`src/verilog/dces_pkg.sv`:
```
// Package with register map, field positions and codes of the draw command setup block.
// Functional notes
// - With auto launch off, writing the command word starts the command.
// - With auto launch on, writing the type's last parameter register starts it.
// - Command word with auto launch off and no-op code draws nothing.
// - Clip bounds are applied only while clip enable is set.
// - Target format 000 is 8 bit, 001 is 16 bit, 010 is 24 bit.
// - Pixel write enable off runs the command fully but writes no pixels.
// - Host image source takes source bytes from host image window writes.
// - Mono pattern select picks mono registers, else colour pattern memory.
// - Transparent mono host transfer writes only pixels whose image bit is one.
// - Transparent colour transfer skips key-colour pixels, at every format but 24 bit.
// - Image data arrives as doublewords; line alignment byte, word or doubleword.
// - Line end: doubleword drops rest, word keeps upper word, byte continues.
// - First byte skip drops zero to three leading bytes of first doubleword.
// - Block writes used only when inhibit is clear and global enable set.
// - Eight bit raster operation key selects one of 256 operations.
// - Fill, line and polygon force pattern to pattern foreground colour.
// - Copy direction bits: one means left to right and top to bottom.
// - Operation code decodes copy, fill, line, polygon and no-op; bit 31 is 3D.
// - Rectangle size holds 11 bit height and 11 bit width minus one.
// - Copy source origin holds 11 bit y and x of the upper left corner.
package dces_pkg;
    localparam logic [31:0] OFS_CMD = 32'h0000_A500;
    localparam logic [31:0] OFS_RECT_SIZE = 32'h0000_A504;
    localparam logic [31:0] OFS_SRC_ORIGIN = 32'h0000_A508;
    localparam logic [31:0] OFS_TGT_ORIGIN = 32'h0000_A50C;
    localparam logic [31:0] OFS_SRC_FG = 32'h0000_A4FC;
    localparam logic [31:0] OFS_LINE_SCAN = 32'h0000_A97C;
    localparam logic [31:0] OFS_POLY_LAST = 32'h0000_AD7C;
    localparam logic [31:0] OFS_STATUS = 32'h0000_A5F0;
    localparam logic [31:0] IMG_WIN0_LO = 32'h0100_0000;
    localparam logic [31:0] IMG_WIN0_HI = 32'h0100_7FFF;
    localparam logic [31:0] IMG_WIN1_LO = 32'h0100_D000;
    localparam logic [31:0] IMG_WIN1_HI = 32'h0100_EFFF;
    localparam logic [31:0] RST_REG = 32'h0000_0000;
    localparam logic [31:0] CMD_MASK = 32'hFFFF_3FFF;
    localparam logic [31:0] XY_MASK = 32'h07FF_07FF;
    localparam logic [31:0] COLOUR_MASK = 32'h00FF_FFFF;
    localparam int AUTO_BIT = 0;
    localparam int CLIP_BIT = 1;
    localparam int FMT_LSB = 2;
    localparam int PIXWR_BIT = 5;
    localparam int MONO_SRC_BIT = 6;
    localparam int HOST_SRC_BIT = 7;
    localparam int MONO_PAT_BIT = 8;
    localparam int TRANSP_BIT = 9;
    localparam int ALIGN_LSB = 10;
    localparam int SKIP_LSB = 12;
    localparam int BW_INHIBIT_BIT = 16;
    localparam int ROP_LSB = 17;
    localparam int XFWD_BIT = 25;
    localparam int YFWD_BIT = 26;
    localparam int OP_LSB = 27;
    localparam int DIM_BIT = 31;
    localparam int X_LSB = 16;
    localparam logic [3:0] OP_COPY = 4'h0;
    localparam logic [3:0] OP_FILL = 4'h2;
    localparam logic [3:0] OP_LINE = 4'h3;
    localparam logic [3:0] OP_POLY = 4'h5;
    localparam logic [3:0] OP_NOP = 4'hF;
    localparam logic [2:0] FMT_8 = 3'h0;
    localparam logic [2:0] FMT_16 = 3'h1;
    localparam logic [2:0] FMT_24 = 3'h2;
    localparam logic [1:0] ALIGN_BYTE = 2'h0;
    localparam logic [1:0] ALIGN_WORD = 2'h1;
    localparam logic [1:0] ALIGN_DWORD = 2'h2;
    localparam logic [2:0] PTR_END = 3'h4;
    localparam logic [2:0] PTR_UPPER = 3'h2;
endpackage

```
`src/verilog/dces_top.sv`:
```
// APB register file, launch logic and host image byte unpacker of the draw command setup block.
//
// Implementation choice: the APB interface to the registers.
`timescale 1ns/100ps
module dces_top (
    input wire logic pclk,
    input wire logic presetn,
    input wire logic psel,
    input wire logic penable,
    input wire logic pwrite,
    input wire logic [31:0] paddr,
    input wire logic [31:0] pwdata,
    output logic [31:0] prdata,
    output logic pready,
    output logic pslverr,
    input wire logic global_block_write_enable,
    output logic launch,
    output logic [3:0] launch_op,
    output logic dimension_select,
    output logic clip_enable,
    output logic [2:0] target_pixel_format,
    output logic format_reserved,
    output logic pixel_write_enable,
    output logic host_image_source,
    output logic mono_source_select,
    output logic mono_pattern_select,
    output logic pattern_force_fg,
    output logic mono_transparent,
    output logic colour_key_enable,
    output logic block_write_use,
    output logic [7:0] raster_operation_key,
    output logic x_forward,
    output logic y_forward,
    output logic [10:0] rect_height,
    output logic [10:0] rect_width,
    output logic [10:0] src_x,
    output logic [10:0] src_y,
    output logic [10:0] tgt_x,
    output logic [10:0] tgt_y,
    output logic [23:0] source_foreground_colour,
    output logic img_byte_valid,
    output logic [7:0] img_byte,
    output logic img_line_end
);
    logic [31:0] cmd_r;
    logic [31:0] size_r;
    logic [31:0] src_r;
    logic [31:0] tgt_r;
    logic [31:0] fg_r;
    logic [31:0] line_scan_r;
    logic [31:0] poly_last_r;
    logic [15:0] launch_cnt_r;
    logic pready_r;
    logic [31:0] prdata_r;
    logic pslverr_r;
    logic launch_r;
    logic [3:0] launch_op_r;
    logic bw_use_r;
    logic [31:0] img_word_r;
    logic [2:0] ptr_r;
    logic first_dword_r;
    logic [12:0] line_left_r;
    logic byte_valid_r;
    logic [7:0] byte_r;
    logic line_end_r;
    logic access;
    logic wr_fire;
    logic hit_img;
    logic hit_reg;
    logic unpack_busy;
    logic [3:0] wr_op;
    logic wr_auto;
    logic launch_nxt;
    logic [12:0] line_bytes;
    logic [2:0] ptr_after_line;
    logic at_line_end;
    logic [31:0] cmd_nxt;
    logic pff_r;
    logic fres_r;
    logic mtr_r;
    logic cke_r;

    // Address decode; the image windows accept writes only.
    assign access = psel & penable;
    assign hit_img = ((paddr >= dces_pkg::IMG_WIN0_LO) && (paddr <= dces_pkg::IMG_WIN0_HI)) ||
                     ((paddr >= dces_pkg::IMG_WIN1_LO) && (paddr <= dces_pkg::IMG_WIN1_HI));
    assign hit_reg = (paddr == dces_pkg::OFS_CMD) || (paddr == dces_pkg::OFS_RECT_SIZE) ||
                     (paddr == dces_pkg::OFS_SRC_ORIGIN) || (paddr == dces_pkg::OFS_TGT_ORIGIN) ||
                     (paddr == dces_pkg::OFS_SRC_FG) || (paddr == dces_pkg::OFS_LINE_SCAN) ||
                     (paddr == dces_pkg::OFS_POLY_LAST) || (paddr == dces_pkg::OFS_STATUS);
    assign unpack_busy = (ptr_r != dces_pkg::PTR_END);
    assign wr_fire = access & pready_r & pwrite;

    // One wait state per transfer; an image write also waits until the previous doubleword is drained.
    always_ff @(posedge pclk or negedge presetn) begin
        if (!presetn) begin
            pready_r <= 1'b0;
            pslverr_r <= 1'b0;
            prdata_r <= dces_pkg::RST_REG;
        end else begin
            pready_r <= access & ~pready_r & ~(hit_img & pwrite & unpack_busy);
            if (access & ~pready_r) begin
                pslverr_r <= ~(hit_reg | (hit_img & pwrite));
                prdata_r <= dces_pkg::RST_REG;
                if (!pwrite) begin
                    unique case (paddr)
                        dces_pkg::OFS_CMD: prdata_r <= cmd_r;
                        dces_pkg::OFS_RECT_SIZE: prdata_r <= size_r;
                        dces_pkg::OFS_SRC_ORIGIN: prdata_r <= src_r;
                        dces_pkg::OFS_TGT_ORIGIN: prdata_r <= tgt_r;
                        dces_pkg::OFS_SRC_FG: prdata_r <= fg_r;
                        dces_pkg::OFS_LINE_SCAN: prdata_r <= line_scan_r;
                        dces_pkg::OFS_POLY_LAST: prdata_r <= poly_last_r;
                        dces_pkg::OFS_STATUS: prdata_r <= {11'h000, unpack_busy, launch_op_r, launch_cnt_r};
                        default: prdata_r <= dces_pkg::RST_REG;
                    endcase
                end
            end else begin
                pslverr_r <= 1'b0;
            end
        end
    end

    // Parameter registers; reserved bits are dropped and read back as zero.
    always_ff @(posedge pclk or negedge presetn) begin
        if (!presetn) begin
            cmd_r <= dces_pkg::RST_REG;
            size_r <= dces_pkg::RST_REG;
            src_r <= dces_pkg::RST_REG;
            tgt_r <= dces_pkg::RST_REG;
            fg_r <= dces_pkg::RST_REG;
            line_scan_r <= dces_pkg::RST_REG;
            poly_last_r <= dces_pkg::RST_REG;
        end else if (wr_fire) begin
            unique case (paddr)
                dces_pkg::OFS_CMD: cmd_r <= pwdata & dces_pkg::CMD_MASK;
                dces_pkg::OFS_RECT_SIZE: size_r <= pwdata & dces_pkg::XY_MASK;
                dces_pkg::OFS_SRC_ORIGIN: src_r <= pwdata & dces_pkg::XY_MASK;
                dces_pkg::OFS_TGT_ORIGIN: tgt_r <= pwdata & dces_pkg::XY_MASK;
                dces_pkg::OFS_SRC_FG: fg_r <= pwdata & dces_pkg::COLOUR_MASK;
                dces_pkg::OFS_LINE_SCAN: line_scan_r <= pwdata;
                dces_pkg::OFS_POLY_LAST: poly_last_r <= pwdata;
                default: ;
            endcase
        end
    end

    // Launch decision: a command word write launches at once unless auto launch is set; otherwise
    // the last parameter register of the stored operation launches it. No-op and reserved codes never draw.
    assign wr_op = (paddr == dces_pkg::OFS_CMD) ? pwdata[dces_pkg::OP_LSB +: 4] : cmd_r[dces_pkg::OP_LSB +: 4];
    assign wr_auto = cmd_r[dces_pkg::AUTO_BIT];
    always_comb begin
        launch_nxt = 1'b0;
        if (wr_fire) begin
            if (paddr == dces_pkg::OFS_CMD) begin
                launch_nxt = ~pwdata[dces_pkg::AUTO_BIT];
            end else if (wr_auto) begin
                launch_nxt = ((paddr == dces_pkg::OFS_TGT_ORIGIN) &&
                              ((wr_op == dces_pkg::OP_COPY) || (wr_op == dces_pkg::OP_FILL))) ||
                             ((paddr == dces_pkg::OFS_LINE_SCAN) && (wr_op == dces_pkg::OP_LINE)) ||
                             ((paddr == dces_pkg::OFS_POLY_LAST) && (wr_op == dces_pkg::OP_POLY));
            end
            if (!((wr_op == dces_pkg::OP_COPY) || (wr_op == dces_pkg::OP_FILL) ||
                  (wr_op == dces_pkg::OP_LINE) || (wr_op == dces_pkg::OP_POLY))) begin
                launch_nxt = 1'b0;
            end
        end
    end

    // Launch pulse, launched code and launch counter.
    always_ff @(posedge pclk or negedge presetn) begin
        if (!presetn) begin
            launch_r <= 1'b0;
            launch_op_r <= dces_pkg::OP_NOP;
            launch_cnt_r <= 16'h0000;
            pff_r <= 1'b1;
        end else begin
            launch_r <= launch_nxt;
            if (launch_nxt) begin
                launch_op_r <= wr_op;
                pff_r <= (wr_op != dces_pkg::OP_COPY);
                launch_cnt_r <= launch_cnt_r + 16'h0001;
            end
        end
    end

    // The global enable is sampled so that the output stays a flop.
    always_ff @(posedge pclk or negedge presetn) begin
        if (!presetn) begin
            bw_use_r <= 1'b0;
        end else begin
            bw_use_r <= global_block_write_enable & ~cmd_r[dces_pkg::BW_INHIBIT_BIT];
        end
    end

    // Next value of the command word, as the register block will store it.
    assign cmd_nxt = (wr_fire && (paddr == dces_pkg::OFS_CMD)) ? (pwdata & dces_pkg::CMD_MASK) : cmd_r;

    // Derived mode flags are decoded from the next command word, so they are flops yet change with it.
    always_ff @(posedge pclk or negedge presetn) begin
        if (!presetn) begin
            fres_r <= 1'b0;
            mtr_r <= 1'b0;
            cke_r <= 1'b0;
        end else begin
            fres_r <= cmd_nxt[dces_pkg::FMT_LSB + 2] | (cmd_nxt[dces_pkg::FMT_LSB +: 2] == 2'b11);
            mtr_r <= cmd_nxt[dces_pkg::TRANSP_BIT] & cmd_nxt[dces_pkg::HOST_SRC_BIT] &
                     cmd_nxt[dces_pkg::MONO_SRC_BIT];
            cke_r <= cmd_nxt[dces_pkg::TRANSP_BIT] & cmd_nxt[dces_pkg::HOST_SRC_BIT] &
                     ~cmd_nxt[dces_pkg::MONO_SRC_BIT] &
                     (cmd_nxt[dces_pkg::FMT_LSB +: 3] != dces_pkg::FMT_24);
        end
    end

    // Bytes per image line from the rectangle width, which counts one less than the pixels.
    always_comb begin
        line_bytes = {2'b00, size_r[dces_pkg::X_LSB +: 11]} + 13'h0001;
        if (cmd_r[dces_pkg::MONO_SRC_BIT]) begin
            line_bytes = {5'h00, size_r[dces_pkg::X_LSB + 3 +: 8]} + 13'h0001;
        end else if (cmd_r[dces_pkg::FMT_LSB +: 3] == dces_pkg::FMT_16) begin
            line_bytes = {line_bytes[11:0], 1'b0};
        end else if (cmd_r[dces_pkg::FMT_LSB +: 3] == dces_pkg::FMT_24) begin
            line_bytes = {line_bytes[11:0], 1'b0} + line_bytes;
        end
    end

    // Where the next line begins inside the current doubleword.
    assign at_line_end = (line_left_r == 13'h0001);
    always_comb begin
        unique case (cmd_r[dces_pkg::ALIGN_LSB +: 2])
            dces_pkg::ALIGN_BYTE: ptr_after_line = ptr_r + 3'h1;
            dces_pkg::ALIGN_WORD: ptr_after_line = (ptr_r < dces_pkg::PTR_UPPER) ? dces_pkg::PTR_UPPER
                                                                                 : dces_pkg::PTR_END;
            default: ptr_after_line = dces_pkg::PTR_END; // Reserved code behaves as doubleword.
        endcase
    end

    // Image unpacker: one byte per cycle from each host doubleword; pready holds off the next word.
    always_ff @(posedge pclk or negedge presetn) begin
        if (!presetn) begin
            img_word_r <= dces_pkg::RST_REG;
            ptr_r <= dces_pkg::PTR_END;
            first_dword_r <= 1'b1;
            line_left_r <= 13'h0000;
            byte_valid_r <= 1'b0;
            byte_r <= 8'h00;
            line_end_r <= 1'b0;
        end else begin
            byte_valid_r <= 1'b0;
            line_end_r <= 1'b0;
            // The line length is loaded at the first doubleword, once the launching command word is in place.
            if (launch_nxt) begin
                first_dword_r <= 1'b1;
            end
            if (wr_fire & hit_img & cmd_r[dces_pkg::HOST_SRC_BIT]) begin
                img_word_r <= pwdata;
                first_dword_r <= 1'b0;
                if (first_dword_r) begin
                    line_left_r <= line_bytes;
                end
                ptr_r <= first_dword_r ? {1'b0, cmd_r[dces_pkg::SKIP_LSB +: 2]} : 3'h0;
            end else if (unpack_busy) begin
                byte_valid_r <= 1'b1;
                byte_r <= img_word_r[{ptr_r[1:0], 3'b000} +: 8];
                line_end_r <= at_line_end;
                if (at_line_end) begin
                    ptr_r <= ptr_after_line;
                    line_left_r <= line_bytes;
                end else begin
                    ptr_r <= ptr_r + 3'h1;
                    line_left_r <= line_left_r - 13'h0001;
                end
            end
        end
    end

    // Outputs; command fields come straight from the command word flops, derived flags from their own flops.
    assign prdata = prdata_r;
    assign pready = pready_r;
    assign pslverr = pslverr_r;
    assign launch = launch_r;
    assign launch_op = launch_op_r;
    assign dimension_select = cmd_r[dces_pkg::DIM_BIT];
    assign clip_enable = cmd_r[dces_pkg::CLIP_BIT];
    assign target_pixel_format = cmd_r[dces_pkg::FMT_LSB +: 3];
    assign format_reserved = fres_r;
    assign pixel_write_enable = cmd_r[dces_pkg::PIXWR_BIT];
    assign host_image_source = cmd_r[dces_pkg::HOST_SRC_BIT];
    assign mono_source_select = cmd_r[dces_pkg::MONO_SRC_BIT];
    assign mono_pattern_select = cmd_r[dces_pkg::MONO_PAT_BIT];
    assign pattern_force_fg = pff_r;
    assign mono_transparent = mtr_r;
    assign colour_key_enable = cke_r;
    assign block_write_use = bw_use_r;
    assign raster_operation_key = cmd_r[dces_pkg::ROP_LSB +: 8];
    assign x_forward = cmd_r[dces_pkg::XFWD_BIT];
    assign y_forward = cmd_r[dces_pkg::YFWD_BIT];
    assign rect_height = size_r[10:0];
    assign rect_width = size_r[dces_pkg::X_LSB +: 11];
    assign src_y = src_r[10:0];
    assign src_x = src_r[dces_pkg::X_LSB +: 11];
    assign tgt_y = tgt_r[10:0];
    assign tgt_x = tgt_r[dces_pkg::X_LSB +: 11];
    assign source_foreground_colour = fg_r[23:0];
    assign img_byte_valid = byte_valid_r;
    assign img_byte = byte_r;
    assign img_line_end = line_end_r;
endmodule

```
`config.mk`:
```
export PLATFORM = sky130hd
export DESIGN_NAME = dces_top
export DESIGN_NICKNAME = d
export VERILOG_FILES = /design/src/verilog/dces_pkg.sv /design/src/verilog/dces_top.sv
export SDC_FILE = /design/constraint.sdc
export NUM_CORES = 1
export LEC_CHECK = 0
export ABC_AREA = 1
export BUFFER_PORTS_ARGS = -buffer_cell sky130_fd_sc_hd__buf_2
export CORE_MARGIN = 8
export CORE_UTILIZATION = 45
export DETAILED_ROUTE_END_ITERATION = 12
export HOLD_SLACK_MARGIN = 0.05
export PLACE_DENSITY = 0.77
export SLEW_MARGIN = 20
export SYNTH_ARGS = -nofsm -noshare
export SYNTH_HDL_FRONTEND = slang
export SYNTH_SLANG_ARGS = --single-unit
export TNS_END_PERCENT = 1
```
`constraint.sdc`:
```
create_clock -name pclk -period 3.1 [get_ports pclk]
set_clock_uncertainty 0.15 [all_clocks]
set_input_delay 0.155 -clock pclk [delete_from_list [all_inputs] [get_ports pclk]]
set_output_delay 0.155 -clock pclk [all_outputs]
set_load 0.01 [all_outputs]
```
==> metrics.md, run 1 <==
| Metric | Value |
|---|---|
| Status | `finished, final reports clean` |
| Worst-case clock buffer depth | `3` |
| Post-synth top cells | `577 x nand2_1, 296 x dfrtp_1, 264 x o21ai_0` |
| H-tree levels | `2` |
| Synth Area in Compound Gates | `13.74%` |
| Hold Fails Final Rpt | `0` |
| Synthesized netlist cell count | `1,969` |
| Count leader, synth | `nand2_1` |
| Slew headroom | `42.30%` |
| Filler cell count | `3,133` |
| Ys flop type | `dfrtp_1` |
| Via count | `15,020` |
| HPWL Detailed | `39.02 mm` |
| Area Growth Syn to Fin | `22.32%` |
| YS warnings | `0` |
| Vias per cell | `5.535` |
| Die width | `201.3 um` |
| Post-route minimum period | `2.908 ns` |
| WL final | `53.44 mm` |
| CTS sink count | `303` |
| Worst-Skew Late Latency | `0.53 ns` |
| Synth top area cells | `dfrtp_1 48%, nand2_1 14%, o21ai_0 8.6%, nand3_1 5.8%, inv_1 4.8%` |
| WL/cell | `19.69 um` |
| Core Area | `0.03420 mm^2` |
| Largest family of logic cells by synthesized area | `simple AND/OR/NAND/NOR gates` |
| Finish-stage setup viols | `0` |
| Fin crit share | `93.80%` |
| Die area | `0.04052 mm^2` |
| Initial antenna violation count | `1` |
| Layout cells sized above 1 | `17.71%` |
| Root Driver | `clkbuf_16` |
| Initial core utilization | `45.18%` |
| GPL Wtd Cong | `0.9437` |
| Drt first pass iters | `5` |
| Slew Limit Fails | `0` |
| Crit. End Element | `flop` |
| Simple-gate area share of the yosys netlist | `25.87%` |
| Max Fclk | `343.9 MHz` |
| Core Rows | `68` |
| Sum Neg Setup Slack | `0 ns` |
| CTS tree | `done` |
| Startpoint Class | `flop` |
| Data arrival time of the worst path | `3.19 ns` |
| Antenna diodes | `0` |
| Hold WS | `0.05693 ns` |
| Post-synthesis mux area share | `0%` |
| Worst VDD drop | `0.3746 mV` |
| Drc violations | `0` |
| Fin util | `55.26%` |
| Net Count, Synth | `2,056` |
| Largest net degree at the start of global routing | `104` |
| Routed Antenna Nets | `0` |
| Sequential area share after synthesis | `49.13%` |
| Req. time, crit path | `3.39 ns` |
| Worst Hold Class | `input port to flop` |
| Drt initial violations | `1,404` |
| Clock slew at reported path FFs | `0.06 ns` |
| Nets | `2,319` |
| Pwr dens | `516.2 mW/mm^2` |
| Adder-Cell Fraction of Synth Area | `1.425%` |
| EDFF count, synth | `0` |
| Die Span Y | `201.3 um` |
| Top-area cell type share of the netlist area | `47.94%` |
| # IOs | `233` |
| First-pass GRT wire length | `84.37 mm` |
| XOR/XNOR share of the synthesized area | `1.757%` |
| RSZ-0062 raised after global routing | `yes` |
| CTS buffer count | `35` |
| Vias in the first global route | `14,910` |
| Avg Cell Area, Syn | `7.848 um^2` |
| Number of synthesized register bits | `303` |
| IO buf count | `232` |
| Yosys top cell by area | `dfrtp_1` |
| Crit-path max FO | `5` |
| Yosys cell types | `51` |
| Actual slew at the worst max-slew pin | `0.8655 ns` |
| WS Path Type | `flop to flop` |
| Netlist Area Pre-Place | `0.01545 mm^2` |
| Synth async-reset ratio | `100.0%` |
| Max-Cap Viols | `0` |
| Gr ovfl total | `0` |
| Lkg Pwr | `9.647 nW` |
| GRT Util Overall | `25.85%` |
==> power by group <==
part	total (mW)	internal, mW	switching [mW]	leakage, nW
Combinational	1.23	0.450	0.783	5.11
Clock	4.27	2.58	1.69	0.574
Sequential	4.25	4.11	0.137	3.96
==> layer usage <==
layer	up-vias	wire length (um)	GRT usage (%)
li1	6953	-	-
met1	7234	21780	33.69
met2	708	24630	41.74
met3	126	4472	4.342
met4	0	2560	12.03
met5	-	0	0
==> cells in the final DEF (no fill, tap or decap), types with 13 or more instances in the layout <==
| master | instances |
|---|---|
| nand2_1 | 574 |
| dfrtp_1 | 296 |
| o21ai_0 | 263 |
| buf_2 | 231 |
| inv_1 | 198 |
| nand3_1 | 178 |
| nor2_1 | 87 |
| buf_4 | 51 |
| dlygate4sd3_1 | 41 |
| a21oi_1 | 37 |
| clkbuf_16 | 36 |
| nand4_1 | 32 |
| xor2_1 | 25 |
| o21ai_1 | 14 |
| ha_1 | 14 |
| o2111a_1 | 13 |
==> final cells by class <==
class / count / area, um^2 / area share (%)
Tap cell: 455 / 569.3 / 3.012
Inverter: 208 / 780.7 / 4.131
Clock buffer: 48 / 985.9 / 5.216
Multi-Input combinational cell: 1354 / 6680 / 35.34
Timing Repair Buffer: 330 / 2085 / 11.03
Clock inverter: 16 / 209.0 / 1.106
Sequential cell: 303 / 7591 / 40.16
==> logic make-up after synthesis <==
kind of cell | after synthesis
AO/OA/AOI/OAI | 379
flip-flops | 303
adder cells (fa/ha/maj) | 17
XOR/XNOR | 31
buffers and inverters | 312
AND/OR/NAND/NOR | 927
==> timing repair <==
item                       4_1_cts  5_1_grt
gates resized for setup          0       12
setup endpoints to repair        0       13
hold endpoints to repair       322        0
setup buffers                    0        0
hold buffers                    41        0
==> path summary, 6_finish.rpt <==
kind / start / endpoint / slack (ns) / depth (start not counted)
max: size_r[19] / line_left_r[12] / 0.19 / 15
min: penable / prdata[19] / 0.06 / 5
max reg2reg: size_r[19] / line_left_r[12] / 0.19 / 15
min reg2reg: prdata[20] / prdata[20] / 0.32 / 2
max in group asynchronous: presetn / ptr_r[2] / 1.75 / 3
min in group asynchronous: presetn / src_r[25] / 0.14 / 2
==> flip-flops by register name, summed over array words and instances (netlist names), 24 cells and up <==
register     flops
cmd_r           30
fg_r            24
img_word_r      32
line_scan_r     32
poly_last_r     32
prdata          32
==> worst max-delay path: stages (launching register included) <==
cell and delay (ns):
dfrtp_1 0.40, ha_2 0.22, nand4_1 0.21, nor2_1 0.19
nand2_1 0.10, xor2_2 0.17, inv_1 0.10, ha_1 0.37
nand2_1 0.09, nor2_1 0.19, nand4_1 0.16, nand3_1 0.15
nand3b_1 0.09, nand2_1 0.07, nand2_1 0.05, a21oi_1 0.11
==> per-stage QoR <==
stage | area (um^2) | power [mW] | setup slack (ns) | std cells
6_report | 18900 | 9.756 | 0.1922 | 2714
5_1_grt | 18900 | 10.12 | -0.06600 | 2714
4_1_cts | 18850 | 9.793 | 0.1045 | 2714
3_5_place_dp | 17240 | 5.491 | 0.1657 | 2609
3_3_place_gp | 17240 | 5.446 | 0.2464 | 2609
2_1_floorplan | 15450 | 4.996 | 0.3393 | 1969
No activity file was read; power rests on OpenSTA's default activity.
==> run 2: changes to the inputs <==
Settings changed: CELL_PAD_IN_SITES_DETAIL_PLACEMENT from default to 0, CELL_PAD_IN_SITES_GLOBAL_PLACEMENT from default to 1, CORE_UTILIZATION 45 to 42, PLACE_DENSITY 0.77 to 0.92.
==> metrics.md, run 2 (synthesis results as in run 1) <==
| Metric | Value |
|---|---|
| Status | `finished, final reports clean` |
| Worst path bufs/invs | `5 (+4)` |
| Nets | `2,317 (-0.086%)` |
| CTS sink count | `303 (unchanged)` |
| IO buf count | `232 (unchanged)` |
| Slew headroom | `51.06% (+8.8 points)` |
| Post-route minimum period | `2.977 ns (+0.06887 ns)` |
| Switch share | `27.37% (+0.63 points)` |
| Vias per cell | `5.400 (-2.4%)` |
| Drt initial violations | `1,414 (+0.71%)` |
| Critical path, cell by cell | `dlygate4sd3_1 -> buf_2 -> nor2_1 -> nand2_1 -> dlygate4sd3_1 -> nor2_2 -> dlygate4sd3_1 -> nand3_1 -> nand2_1 -> a2111oi_1 -> dlygate4sd3_1` |
| Worst Hold Class | `input port to asynchronous set/reset pin` |
| Part of the power in combinational logic | `12.5% (about the same)` |
| Vias in the first global route | `14,520 (-2.6%)` |
| Via count | `14,700 (-2.1%)` |
| Req. time, crit path | `3.36 ns (-0.03 ns)` |
| Filler cell count | `3,553 (+13%)` |
| DP Area | `0.01721 mm^2 (-0.18%)` |
| Seq pwr share | `44.6% (+1.0 points)` |
| Layout cells sized above 1 | `17.52% (-0.18 points)` |
| NetSw | `2.611 mW (about the same)` |
| Slowest stage delay, CP | `0.63 ns (+0.23 ns)` |
| RSZ-0062 raised after global routing | `yes` |
| H-tree levels | `2 (unchanged)` |
| CTS buffer count | `35 (unchanged)` |
| Finish-stage setup viols | `0 (unchanged)` |
| CTS tree | `done` |
| Pwr dens | `507.8 mW/mm^2 (-1.6%)` |
| Initial antenna violation count | `1 (unchanged)` |
| Reg2reg start | `size_r[19]` |
| WS Path Type | `input port to flop` |
| Root Driver | `clkbuf_16` |
| Lkg Pwr | `9.597 nW (-0.52%)` |
| Slew Limit Fails | `0 (unchanged)` |
| Placed cells | `2,619 (+0.38%)` |
| CP max-delay cell | `dlygate4sd3_1` |
| Most frequent cells in the layout | `577 x nand2_1, 295 x dfrtp_1, 261 x o21ai_0` |
| HPWL Detailed | `39.80 mm (+2.0%)` |
| Worst-case clock buffer depth | `3 (unchanged)` |
| Setup slack at placement | `0.2093 ns (+0.04355 ns)` |
| Final cell area excluding filler cells | `0.01878 mm^2 (-0.62%)` |
| Area Growth Syn to Fin | `21.55%` |
| Die Span Y | `207.8 um (+3.2%)` |
| Crit. End Element | `flop` |
| Layout Cells excl Fill | `2,723 (+0.33%)` |
| Depth of the most critical reg-to-reg path | `14 (-1)` |
| Power after layout | `9.538 mW (-2.2%)` |
| Startpoint Class | `input port` |
| Die area | `0.04319 mm^2 (+6.6%)` |
| Routed Antenna Nets | `0 (unchanged)` |
| Most common cell after layout, fill and taps aside | `nand2_1` |
| Actual slew at the worst max-slew pin | `0.7341 ns (-0.1314 ns)` |
| Max Fclk | `335.9 MHz (-2.3%)` |
| Reg2reg setup slack | `0.25 ns (+0.06 ns)` |
| Drc violations | `0 (unchanged)` |
| Most used cell, CP | `dlygate4sd3_1` |
| Die width | `207.8 um (+3.2%)` |
| Worst VDD drop | `0.3375 mV (-9.9%)` |
| # IOs | `233 (unchanged)` |
| Hold Fails Final Rpt | `0 (unchanged)` |
| WL/cell | `19.83 um (+0.70%)` |
| Pint | `6.927 mW (-3.1%)` |
| GRT Util Overall | `24.71% (-1.1 points)` |
| Largest net degree at the start of global routing | `80 (-23%)` |
| Final worst setup slack | `0.1234 ns (-0.06887 ns)` |
| Fin crit share | `96.02% (+2.2 points)` |
| Gr ovfl total | `0 (unchanged)` |
| Core Area | `0.03643 mm^2 (+6.5%)` |
| Core Rows | `70 (+2.9%)` |
| Initial core utilization | `42.41% (-2.8 points)` |
| GPL Wtd Cong | `0.9252 (-2.0%)` |
| Family with the most delay on the worst path | `buffers and inverters` |
| Crit-path max FO | `2 (-3)` |
| Max-Cap Viols | `0 (unchanged)` |
| Worst-Skew Late Latency | `0.53 ns (about the same)` |
| Drt first pass iters | `6 (+1)` |
| Clock slew at reported path FFs | `0.06 ns (about the same)` |
| Clock share of power | `43.0% (-0.8 points)` |
| WL final | `54.00 mm (+1.0%)` |
| Data arrival time of the worst path | `3.24 ns (+0.05 ns)` |
| First-pass GRT wire length | `85.18 mm (+0.96%)` |
| Worst reg2reg endpoint | `line_left_r[10]` |
-- run 2: layout make-up --
cell class	instances	area, um^2	share of cell area, %
multi-input cells	1354	6656	35.44
flip-flops and latches	303	7592	40.42
inverters	208	780.7	4.157
repair buffers	328	2042	10.87
clock buffers	45	964.7	5.136
clock inverters	16	158.9	0.8460
well taps	468	585.6	3.118
diodes	1	2.502	0.01332
-- run 2: worst max-delay path by stage --
| stage | depth (start not counted) | endpoint | from |
|---|---|---|---|
| after global routing | 15 | line_left_r[11] | size_r[16] |
| after CTS | 11 | pslverr | paddr[25] |
| after global placement | 17 | line_left_r[11] | size_r[22] |
| after detailed placement | 16 | line_left_r[12] | size_r[20] |
| after floorplan | 17 | line_left_r[11] | size_r[19] |
| final | 11 | pslverr | paddr[25] |
-- run 2: power groups by stage --
stage	Clock (mW)	Combinational, mW	Sequential, mW
2_1_floorplan	0	0.690	4.31
4_1_cts	4.17	1.20	4.24
3_5_place_dp	0	1.16	4.31
3_3_place_gp	0	1.13	4.30
5_1_grt	4.33	1.35	4.27
6_report	4.10	1.19	4.25
-- run 2: layer usage --
layer | track usage [%] | part of all wire [%]
met4 | 9.080 | 3.5
met1 | 32.23 | 42
met2 | 40.35 | 47
met3 | 4.876 | 7.7
met5 | 0 | 0
-- run 2: timing repair --
action,in CTS,in global routing
gates resized for setup,0,12
setup buffers,0,2
hold buffers,40,0
endpoints found under the setup margin,0,8
hold endpoints to repair,417,0
-- run 2: stage by stage --
stage	TNS, ns	util (%)	hold slack (ns)
floorplan	0	-	-0.2906
global placement	0	47.24	0.03810
detailed placement	0	47.24	0.04534
CTS	0	51.43	0.07597
global route	-0.003013	51.55	0.1039
finish	0	51.55	0.02351
-- run 2: worst register-to-register path: cells and delay by family (launching register included) --
family          cells  cell delay (ns)
compound gates      4             1.03
buf+inv             1             0.07
flops               1             0.39
fa+ha+maj           2             0.54
simple gates        7             0.60
